`src/febe_pkg.sv`:
```
// package for the far-end block error counter
package febe_pkg;

  localparam int unsigned FEBE_CNT_W = 16;
  localparam int unsigned FEBE_BYTE_W = 8;
  localparam int unsigned FEBE_ADDR_W = 12;

  // register indices; byte address is four times the index
  localparam logic [FEBE_ADDR_W-1:0] FEBE_IDX_HIGH   = 12'h907;
  localparam logic [FEBE_ADDR_W-1:0] FEBE_IDX_LOW    = 12'h908;
  localparam logic [FEBE_ADDR_W-1:0] FEBE_IDX_STATUS = 12'h910;
  localparam logic [FEBE_ADDR_W-1:0] FEBE_IDX_CLEAR  = 12'h911;
  localparam logic [FEBE_ADDR_W-1:0] FEBE_IDX_ENABLE = 12'h912;
  localparam logic [FEBE_ADDR_W-1:0] FEBE_IDX_CTRL   = 12'h913;

  localparam logic [7:0] FEBE_BYTE_RESET = 8'h00;
  localparam logic [15:0] FEBE_CNT_RESET = 16'h0000;

  // interrupt status bit positions
  localparam int unsigned FEBE_IRQ_EVENT = 0;
  localparam int unsigned FEBE_IRQ_WRAP  = 1;
  localparam int unsigned FEBE_IRQ_SYNC  = 2;
  localparam int unsigned FEBE_IRQ_W     = 3;
  localparam logic [2:0] FEBE_IRQ_RESET  = 3'h0;

  // control register bit: counting enable
  localparam int unsigned FEBE_CTRL_EN  = 0;
  localparam logic [0:0] FEBE_CTRL_RESET = 1'h1;

  // received line indications from the framer
  typedef struct packed {
    logic ebit_valid;
    logic ebit;
    logic fas_lost;
    logic crc_lost;
    logic cas_lost;
  } febe_line_t;

endpackage : febe_pkg

```
`src/febe_counter.sv`:
```
// far-end block error counter with wishbone register access
// Behaviour
// - the count is one 16-bit value shown as a high byte and a low byte register.
// - the count accumulates since the last read, clears when read, and resets to zero.
// - each received E-bit equal to zero adds one to the count.
// - counting stops while frame alignment or CRC-4 multiframe sync is lost.
// - counting continues while only CAS multiframe sync is lost.
// - a high byte read followed by a low byte read clears the whole 16-bit count.
//
// Design decision made here: the Wishbone interface to the registers.
`timescale 1ns/10ps
`default_nettype none
module febe_counter
  import febe_pkg::*;
(
  input  wire logic        CLK,       // 20 MHz system clock
  input  wire logic        SYS_RST,   // async reset, active high
  input  wire logic        EBIT_VALID,// pin: E-bit strobe
  input  wire logic        EBIT,      // pin: received E-bit
  input  wire logic        FAS_LOST,  // pin: frame alignment lost
  input  wire logic        CRC_LOST,  // pin: CRC-4 multiframe lost
  input  wire logic        CAS_LOST,  // pin: CAS multiframe lost
  input  wire logic        CYC_I,     // wishbone cycle
  input  wire logic        STB_I,     // wishbone strobe
  input  wire logic        WE_I,      // wishbone write
  input  wire logic [3:0]  SEL_I,     // wishbone byte select
  input  wire logic [13:0] ADR_I,     // wishbone byte address
  input  wire logic [31:0] DAT_I,     // wishbone write data
  output logic      [31:0] DAT_O,     // wishbone read data
  output logic             ACK_O,     // wishbone acknowledge
  output logic             IRQ        // level interrupt
);

  //////////////////////////////////////////////////////////////////////////////
  // pin synchronisers
  febe_line_t line_s1_reg;
  febe_line_t line_s2_reg;
  logic       ebit_v_d_reg;

  always_ff @(posedge CLK or posedge SYS_RST) begin
    if (SYS_RST) begin
      line_s1_reg  <= '0;
      line_s2_reg  <= '0;
      ebit_v_d_reg <= 1'b0;
    end else begin
      line_s1_reg  <= '{EBIT_VALID, EBIT, FAS_LOST, CRC_LOST, CAS_LOST};
      line_s2_reg  <= line_s1_reg;
      ebit_v_d_reg <= line_s2_reg.ebit_valid;
    end
  end

  wire logic ebit_strobe = line_s2_reg.ebit_valid & ~ebit_v_d_reg;
  wire logic sync_lost   = line_s2_reg.fas_lost | line_s2_reg.crc_lost;
  logic      ctrl_en_reg;
  // cas loss alone does not gate counting
  wire logic count_ok    = ctrl_en_reg & ~sync_lost;
  wire logic err_event   = ebit_strobe & ~line_s2_reg.ebit & count_ok;

  //////////////////////////////////////////////////////////////////////////////
  // bus decode
  wire logic                   bus_req  = CYC_I & STB_I & ~ACK_O;
  wire logic [FEBE_ADDR_W-1:0] idx      = ADR_I[13:2];
  wire logic                   hit_high = idx == FEBE_IDX_HIGH;
  wire logic                   hit_low  = idx == FEBE_IDX_LOW;
  wire logic                   hit_stat = idx == FEBE_IDX_STATUS;
  wire logic                   hit_clr  = idx == FEBE_IDX_CLEAR;
  wire logic                   hit_en   = idx == FEBE_IDX_ENABLE;
  wire logic                   hit_ctrl = idx == FEBE_IDX_CTRL;
  wire logic                   rd_high  = bus_req & ~WE_I & hit_high;
  wire logic                   rd_low   = bus_req & ~WE_I & hit_low;
  wire logic                   wr_lane0 = bus_req & WE_I & SEL_I[0];

  //////////////////////////////////////////////////////////////////////////////
  // counter: live count, low snapshot and snapshot-valid flag
  logic [FEBE_CNT_W-1:0]  count_reg;
  logic [FEBE_CNT_W-1:0]  count_next;
  logic [FEBE_BYTE_W-1:0] low_snap_reg;
  logic                   snap_valid_reg;
  logic [FEBE_CNT_W-1:0]  inc_val;

  assign inc_val = err_event ? 16'h0001 : 16'h0000;

  // high read clears the count, keeping the low byte in the snapshot
  always_comb begin
    if (rd_high) begin
      count_next = inc_val;
    end else if (rd_low && !snap_valid_reg) begin
      count_next = {count_reg[15:8], 8'h00} + inc_val;
    end else begin
      count_next = count_reg + inc_val;
    end
  end

  wire logic wrap_event = err_event & (count_reg == 16'hFFFF);

  always_ff @(posedge CLK or posedge SYS_RST) begin
    if (SYS_RST) begin
      count_reg      <= FEBE_CNT_RESET;
      low_snap_reg   <= FEBE_BYTE_RESET;
      snap_valid_reg <= 1'b0;
    end else begin
      count_reg <= count_next;
      if (rd_high) begin
        low_snap_reg   <= count_reg[7:0];
        snap_valid_reg <= 1'b1;
      end else if (rd_low) begin
        low_snap_reg   <= FEBE_BYTE_RESET;
        snap_valid_reg <= 1'b0;
      end
    end
  end

  //////////////////////////////////////////////////////////////////////////////
  // interrupts and control
  logic [FEBE_IRQ_W-1:0] irq_stat_reg;
  logic [FEBE_IRQ_W-1:0] irq_en_reg;
  logic                  sync_d_reg;
  wire logic [FEBE_IRQ_W-1:0] irq_set = {sync_lost & ~sync_d_reg, wrap_event, err_event};
  wire logic [FEBE_IRQ_W-1:0] irq_clr = (wr_lane0 & hit_clr) ? DAT_I[2:0] : 3'h0;

  always_ff @(posedge CLK or posedge SYS_RST) begin
    if (SYS_RST) begin
      irq_stat_reg <= FEBE_IRQ_RESET;
      irq_en_reg   <= FEBE_IRQ_RESET;
      ctrl_en_reg  <= FEBE_CTRL_RESET[0];
      sync_d_reg   <= 1'b0;
    end else begin
      // set wins over clear
      irq_stat_reg <= (irq_stat_reg & ~irq_clr) | irq_set;
      sync_d_reg   <= sync_lost;
      if (wr_lane0 && hit_en) begin
        irq_en_reg <= DAT_I[2:0];
      end
      if (wr_lane0 && hit_ctrl) begin
        ctrl_en_reg <= DAT_I[FEBE_CTRL_EN];
      end
    end
  end

  //////////////////////////////////////////////////////////////////////////////
  // read mux and acknowledge
  wire logic [7:0] low_view = snap_valid_reg ? low_snap_reg : count_reg[7:0];
  logic [31:0]     rd_data;

  always_comb begin
    rd_data = 32'h0000_0000;
    if (hit_high) begin
      rd_data[7:0] = count_reg[15:8];
    end else if (hit_low) begin
      rd_data[7:0] = low_view;
    end else if (hit_stat) begin
      rd_data[2:0] = irq_stat_reg;
    end else if (hit_en) begin
      rd_data[2:0] = irq_en_reg;
    end else if (hit_ctrl) begin
      rd_data[0] = ctrl_en_reg;
    end
  end

  always_ff @(posedge CLK or posedge SYS_RST) begin
    if (SYS_RST) begin
      ACK_O <= 1'b0;
      DAT_O <= 32'h0000_0000;
      IRQ   <= 1'b0;
    end else begin
      ACK_O <= bus_req;
      DAT_O <= bus_req && !WE_I ? rd_data : 32'h0000_0000;
      IRQ   <= |(((irq_stat_reg & ~irq_clr) | irq_set) & irq_en_reg);
    end
  end
endmodule : febe_counter
`default_nettype wire

```
`config.mk`:
```
export PLATFORM = sky130hd
export DESIGN_NAME = febe_counter
export DESIGN_NICKNAME = d
export VERILOG_FILES = /design/src/febe_pkg.sv /design/src/febe_counter.sv
export SDC_FILE = /design/constraint.sdc
export NUM_CORES = 1
export LEC_CHECK = 0
export ABC_AREA = 0
export ABC_CLOCK_PERIOD_IN_PS = 2700
export BUFFER_PORTS_ARGS = -buffer_cell sky130_fd_sc_hd__buf_2
export CAP_MARGIN = 20
export CORE_MARGIN = 5
export CORE_UTILIZATION = 49
export CTS_BUF_LIST = sky130_fd_sc_hd__clkbuf_16
export DETAILED_ROUTE_END_ITERATION = 8
export PLACE_DENSITY = 0.89
export SYNTH_ARGS = -nofsm -noshare
export SYNTH_HDL_FRONTEND = slang
export SYNTH_SLANG_ARGS = --single-unit
```
`constraint.sdc`:
```
create_clock -name CLK -period 2.7 [get_ports CLK]
set_input_delay 0 -clock CLK [delete_from_list [all_inputs] [get_ports CLK]]
set_output_delay 0 -clock CLK [all_outputs]
set_load 0.01 [all_outputs]
```
==> results of run 1 <==
[layer usage]
metal	share of wire	GRT usage	vias up
li1	-	-	873
met1	0.42	0.202	891
met2	0.48	0.253	80
met3	0.081	0.0380	8
met4	0.012	0.0615	0
met5	0	0	-
[synth_stat cells (all sizes together) (2+ instances only)]
cell | n | area share
dfrtp | 51 | 0.50
nand4 | 5 | 0.012
o21a | 2 | 0.0058
ha | 2 | 0.0097
or2 | 4 | 0.0097
and4b | 2 | 0.0078
nor3 | 4 | 0.012
a21o | 2 | 0.0058
nor4 | 4 | 0.012
o21ai | 8 | 0.016
a21oi | 3 | 0.0058
a22o | 9 | 0.031
inv | 9 | 0.013
or3 | 3 | 0.0073
nand3 | 9 | 0.017
o31ai | 2 | 0.0058
mux2 | 7 | 0.031
o221ai | 2 | 0.0068
clkbuf | 7 | 0.011
nand2 | 11 | 0.016
xor2 | 7 | 0.024
and3 | 3 | 0.0073
nor2 | 21 | 0.031
mux2i | 10 | 0.039
xnor2 | 3 | 0.010
o311ai | 3 | 0.010
or4 | 2 | 0.0058
buf | 29 | 0.086
[path summary, 6_finish.rpt]
kind	start	end	slack (ps)	depth (start not counted)
min in group asynchronous	SYS_RST	irq_en_reg[2]$_DFFE_PP0P_	250	3
worst max-delay path	line_s2_reg[1]$_DFF_PP0_	count_reg[10]$_DFFE_PP0P_	200	10
worst max register to register	line_s2_reg[1]$_DFF_PP0_	count_reg[10]$_DFFE_PP0P_	200	10
max in group asynchronous	SYS_RST	count_reg[13]$_DFFE_PP0P_	1940	4
worst min register to register	line_s1_reg[4]$_DFF_PP0_	line_s2_reg[4]$_DFF_PP0_	350	0
worst min-delay path	STB_I	ACK_O$_DFF_PP0_	80	3
[worst min-delay path, stage by stage]
cell and delay [ps]:
buf_2 90, nand3b_1 140, inv_1 90
[power by group through the flow]
stage | registers [µW] | logic [µW] | clock network (µW)
after CTS | 792 | 76.9 | 596
after global placement | 806 | 67.4 | 0
after floorplan | 805 | 67.4 | 0
after global routing | 792 | 92.2 | 629
final | 792 | 81.5 | 591
after detailed placement | 806 | 69.0 | 0
[final cells by class]
type | instances | share of cell area
well taps | 70 | 0.0298
clock inverters | 3 | 0.00383
repair buffers | 47 | 0.102
clock buffers | 5 | 0.0426
inverters | 9 | 0.0115
multi-input cells | 165 | 0.366
flip-flops and latches | 52 | 0.444
[cell families after synthesis]
group                    after synthesis  share of synthesized area
adder cells (fa/ha/maj)                2                    0.00972
buffers and inverters                 45                      0.109
multiplexers                          17                     0.0695
other                                  1                    0.00146
AND/OR/NAND/NOR                       76                      0.167
flip-flops                            52                      0.506
XOR/XNOR                              10                     0.0340
AO/OA/AOI/OAI                         36                      0.103
[metrics by stage]
stage / instance area, µm² / util / total power (µW) / instances / hold slack [ps]
after global routing: 2940 / 0.575 / 1510 / 351 / 86.2
after detailed placement: 2700 / 0.529 / 875 / 334 / 109
after floorplan: 2660 / - / 873 / 262 / 31.4
after CTS: 2910 / 0.569 / 1460 / 349 / 15.8
final: 2940 / 0.575 / 1460 / 351 / 82.8
after global placement: 2700 / 0.529 / 873 / 334 / 108
[timing repair]
item	4_1_cts	5_1_grt
resized for setup	0	0
hold buffers	7	1
hold endpoints to repair	8	17
==> impl_results.md, run 1 <==
* DRC at 0
* Slew headroom at 0.536
* Period utilization at 0.925
* Worst path bufs/invs at 2
* Share of layout cells above drive strength 1 at 0.217
* Setup Skew at 8.03 ps
* Finish-stage setup viols at 0
* Max FFs per register at 16
* Worst IR drop on VDD at 0.000336 V
* WL/cell at 14.2 µm
* CP max stage cell: nor4_1
* CTS Buffer Depth at 2
* CORE AREA at 5110 µm²
* Clock power share at 0.404
* Vias at 1852
* Drt pass-1 iters at 4
* F_max at 401 MHz
* Cell Area, Synth at 2570 µm²
* CP delay by family, top: simple AND/OR/NAND/NOR gates
* Setup crit end kind: flip-flop
* DRT Wirelength at 4990 µm
* Die ar. at 6800 µm²
* Initial Utilization at 0.504
* Post-synth EDFFs at 0
* Largest net degree at the start of global routing at 53
* Sum Neg Setup Slack at 0 ps
* Worst Path Required at 2910 ps
* RD Place Congestion at 0.859
* Reg power frac at 0.541
* Syn Area/Cell at 10.8 µm²
* Final Hold Fails at 0
* Initial DRC Count at 146
* CP cell instances: or2_2 -> nor4_1 -> ha_1 -> ha_1 -> inv_1 -> nor2_1 -> buf_4 -> o31ai_1 -> or3_1 -> a21oi_1
* Worst-Skew Late Latency at 290 ps
* Async SR Flop Fraction at 1.00
* Tightest Pin Transition at 695 ps
* Lkg Pwr at 0.00142 µW
* Std cell rows at 26
* NetSw at 312 µW
* Yosys Warn Count at 0
* Most Frequent Cell on Critical Path: ha_1
* Total congestion overflow at 0
* Logic gate share of total power at 0.056
* CP max FO at 5
* Most common cell after layout, fill and taps aside: dfrtp_1
* Worst-path clk slew at 70 ps
* Number of global-route vias before repair at 1803
* Layout Nets at 342
* Post-route ant nets at 0
* Unrepaired setup endpoints after global routing: no
* Root buffer cell: clkbuf_16
* Setup Buffers After CTS at 0
* # diodes at 0
* Via/cell ratio at 5.28
* Crit path DAT at 2710 ps
* PwrDens at 499 nW/µm²
* DP HPWL at 3440 µm
* Final count of pins violating max slew at 0
* Max-cap violations at 0
* FF+latch count, synth at 52
* # clock sinks at 52
* Initial antenna violation count at 0
* Worst setup margin at 204 ps
* Die W at 82.5 µm
* CTS tree: done
* Sw frac at 0.213
* CTS Buf Count at 5
* Status: completed
* Mapped Cells at 239
* Port buffer count at 34
* CP Launch Type: flip-flop
* Multi-input gate area at 1080 µm²
* CP max stage delay at 360 ps
* Syn-to-layout area delta at 14.1%
* Sequential fraction of the synthesis area at 0.506
* Cell variety after synth at 49
* Worst slack, placed at 198 ps
* Crit path kind: flip-flop to flip-flop
* Top_reg_cell synth: dfrtp_1
* GRT Total Usage at 0.157
* Fillers at 419
* Power Internal at 1150 µW
* Num ports at 94
* Worst Hold Class: primary input to flip-flop
* Depth of the CTS H-tree at 2
* First-pass GRT wire length at 8160 µm
* Most frequent cells in the layout: dfrtp_1 (51), buf_2 (34), conb_1 (24)
* Die height at 82.5 µm
* Register area at 1300 µm²
* Min cycle time layout at 2500 ps
Note: power is estimated with default switching activity, not from simulation.
==> run 2, diff against run 1 <==
--- a/config.mk
+++ b/config.mk
@@ -9,7 +9,6 @@
 export ABC_CLOCK_PERIOD_IN_PS = 2700
 export BUFFER_PORTS_ARGS = -buffer_cell sky130_fd_sc_hd__buf_2
 export CAP_MARGIN = 20
-export CORE_MARGIN = 5
 export CORE_UTILIZATION = 49
 export CTS_BUF_LIST = sky130_fd_sc_hd__clkbuf_16
 export DETAILED_ROUTE_END_ITERATION = 8
==> impl_results.md, run 2 (synthesis gave the netlist of run 1 again) <==
* Status: completed
* Period utilization at 0.923
* Most common cell after layout, fill and taps aside: dfrtp_1
* Unrepaired setup endpoints after global routing: no
* Flop2flop setup slack at 210 ps
* RD Place Congestion at 0.823
* Worst-case hold path end point: ACK_O$_DFF_PP0_
* WHS Path Cells at 3
* WL/cell at 14.3 µm
* Die W at 74.5 µm
* Setup crit end kind: flip-flop
* Crit path DAT at 2690 ps
* Number of global-route vias before repair at 1851
* Drt pass-1 iters at 4
* R2r startpoint: line_s2_reg[1]$_DFF_PP0_
* Most frequent cells in the layout: dfrtp_1 (51), buf_2 (34), conb_1 (24)
* CORE AREA at 5070 µm²
* Initial Utilization at 0.507
* DRT Wirelength at 5050 µm
* First-pass GRT wire length at 8310 µm
* PwrDens at 505 nW/µm²
* Die height at 74.5 µm
* Syn-to-layout area delta at 14.9%
* Max FFs per register at 16
* Post-route ant nets at 0
* Num ports at 94
* CP max FO at 5
* Most Frequent Cell on Critical Path: ha_1
* Setup Buffers After CTS at 0
* CTS tree: done
* Worst Path Required at 2900 ps
* Depth of the CTS H-tree at 2
* DRC at 0
* GRT Total Usage at 0.200
* Final Hold Fails at 0
* Die ar. at 5550 µm²
* Crit path kind: flip-flop to flip-flop
* Port buffer count at 34
* CP max stage delay at 390 ps
* Hold Startpoint: CYC_I
* Initial DRC Count at 150
* CTS Buf Count at 5
* Layout Nets at 343
* Tightest Pin Transition at 702 ps
* Share of layout cells above drive strength 1 at 0.230
* Root buffer cell: clkbuf_16
* Fillers at 403
* DP HPWL at 3370 µm
* F_max at 401 MHz
* # diodes at 0
* Max-cap violations at 0
* Vias at 1896
* Slew headroom at 0.532
* Total congestion overflow at 0
* Worst-path clk slew at 70 ps
* Lkg Pwr at 0.00141 µW
* # clock sinks at 52
* Worst hold slack at 75.4 ps
* Via/cell ratio at 5.39
* Initial antenna violation count at 0
* Std cell rows at 26
* Worst IR drop on VDD at 0.000418 V
* Post-layout util at 0.583
* CTS Buffer Depth at 2
* Setup Skew at 11.4 ps
* CP Launch Type: flip-flop
* Worst Hold Class: primary input to flip-flop
* Finish-stage setup viols at 0
* CP cell instances: or2_2 -> nor4_2 -> ha_1 -> ha_1 -> inv_1 -> nor2_1 -> buf_4 -> o31ai_1 -> or3_1 -> a21oi_1
* Worst-Skew Late Latency at 290 ps
* Min cycle time layout at 2490 ps
* CP max stage cell: or3_1
* Sum Neg Setup Slack at 0 ps
* Reg2reg end: count_reg[10]$_DFFE_PP0P_
* Final count of pins violating max slew at 0
* Worst R2R Path Depth at 10
* Largest net degree at the start of global routing at 53
## run 2: worst max-delay path by stage
stage                                endpoint  slack (ps)                      from
floorplan           count_reg[10]$_DFFE_PP0P_         270  line_s2_reg[1]$_DFF_PP0_
global placement    count_reg[10]$_DFFE_PP0P_         250  line_s2_reg[1]$_DFF_PP0_
detailed placement  count_reg[10]$_DFFE_PP0P_         200  line_s2_reg[1]$_DFF_PP0_
CTS                 count_reg[10]$_DFFE_PP0P_         170  line_s2_reg[1]$_DFF_PP0_
global route        count_reg[10]$_DFFE_PP0P_          40  line_s2_reg[1]$_DFF_PP0_
finish              count_reg[10]$_DFFE_PP0P_         210  line_s2_reg[1]$_DFF_PP0_
## run 2: where the power goes
group / switching [µW] / internal [µW]
logic: 50.9 / 30.6
clock network: 280 / 340
registers: 3.73 / 788
total: 335 / 1160
## run 2: timing repair
action | in CTS | in global routing
setup endpoints to repair | 0 | 1
hold endpoints to repair | 8 | 51
gates resized for setup | 0 | 1
hold buffers | 7 | 1
## run 2: routing by layer
metal,GRT usage,vias up,share of wire
li1,-,875,-
met4,0.101,0,0.022
met1,0.240,922,0.42
met5,0,-,0
met2,0.334,86,0.50
met3,0.0515,13,0.065
## run 2: worst max-delay path, delay by kind of cell, from the launching register on
kind                       cells  cell delay [ps]
and+or+nand+nor                4             1100
DFF                            1              360
AOI/OAI and AO/OA              2              260
adders and majority gates      2              480
buffers and inverters          2              210
## run 2: layout make-up
cell class	count	area, µm²	area share
Clock inverter	3	18.8	0.00635
Multi-Input combinational cell	165	1080	0.366
Clock buffer	5	125	0.0423
Sequential cell	52	1300	0.440
Inverter	9	33.8	0.0114
Tap cell	70	87.6	0.0296
Timing Repair Buffer	48	308	0.104
## run 2: metrics by stage
stage / cell area (µm²) / power, µW / instances / setup WS, ps
finish: 2960 / 1490 / 352 / 208
CTS: 2920 / 1490 / 350 / 170
detailed placement: 2710 / 875 / 335 / 196
global placement: 2710 / 873 / 335 / 250
global route: 2960 / 1540 / 352 / 42.0
floorplan: 2660 / 873 / 262 / 274
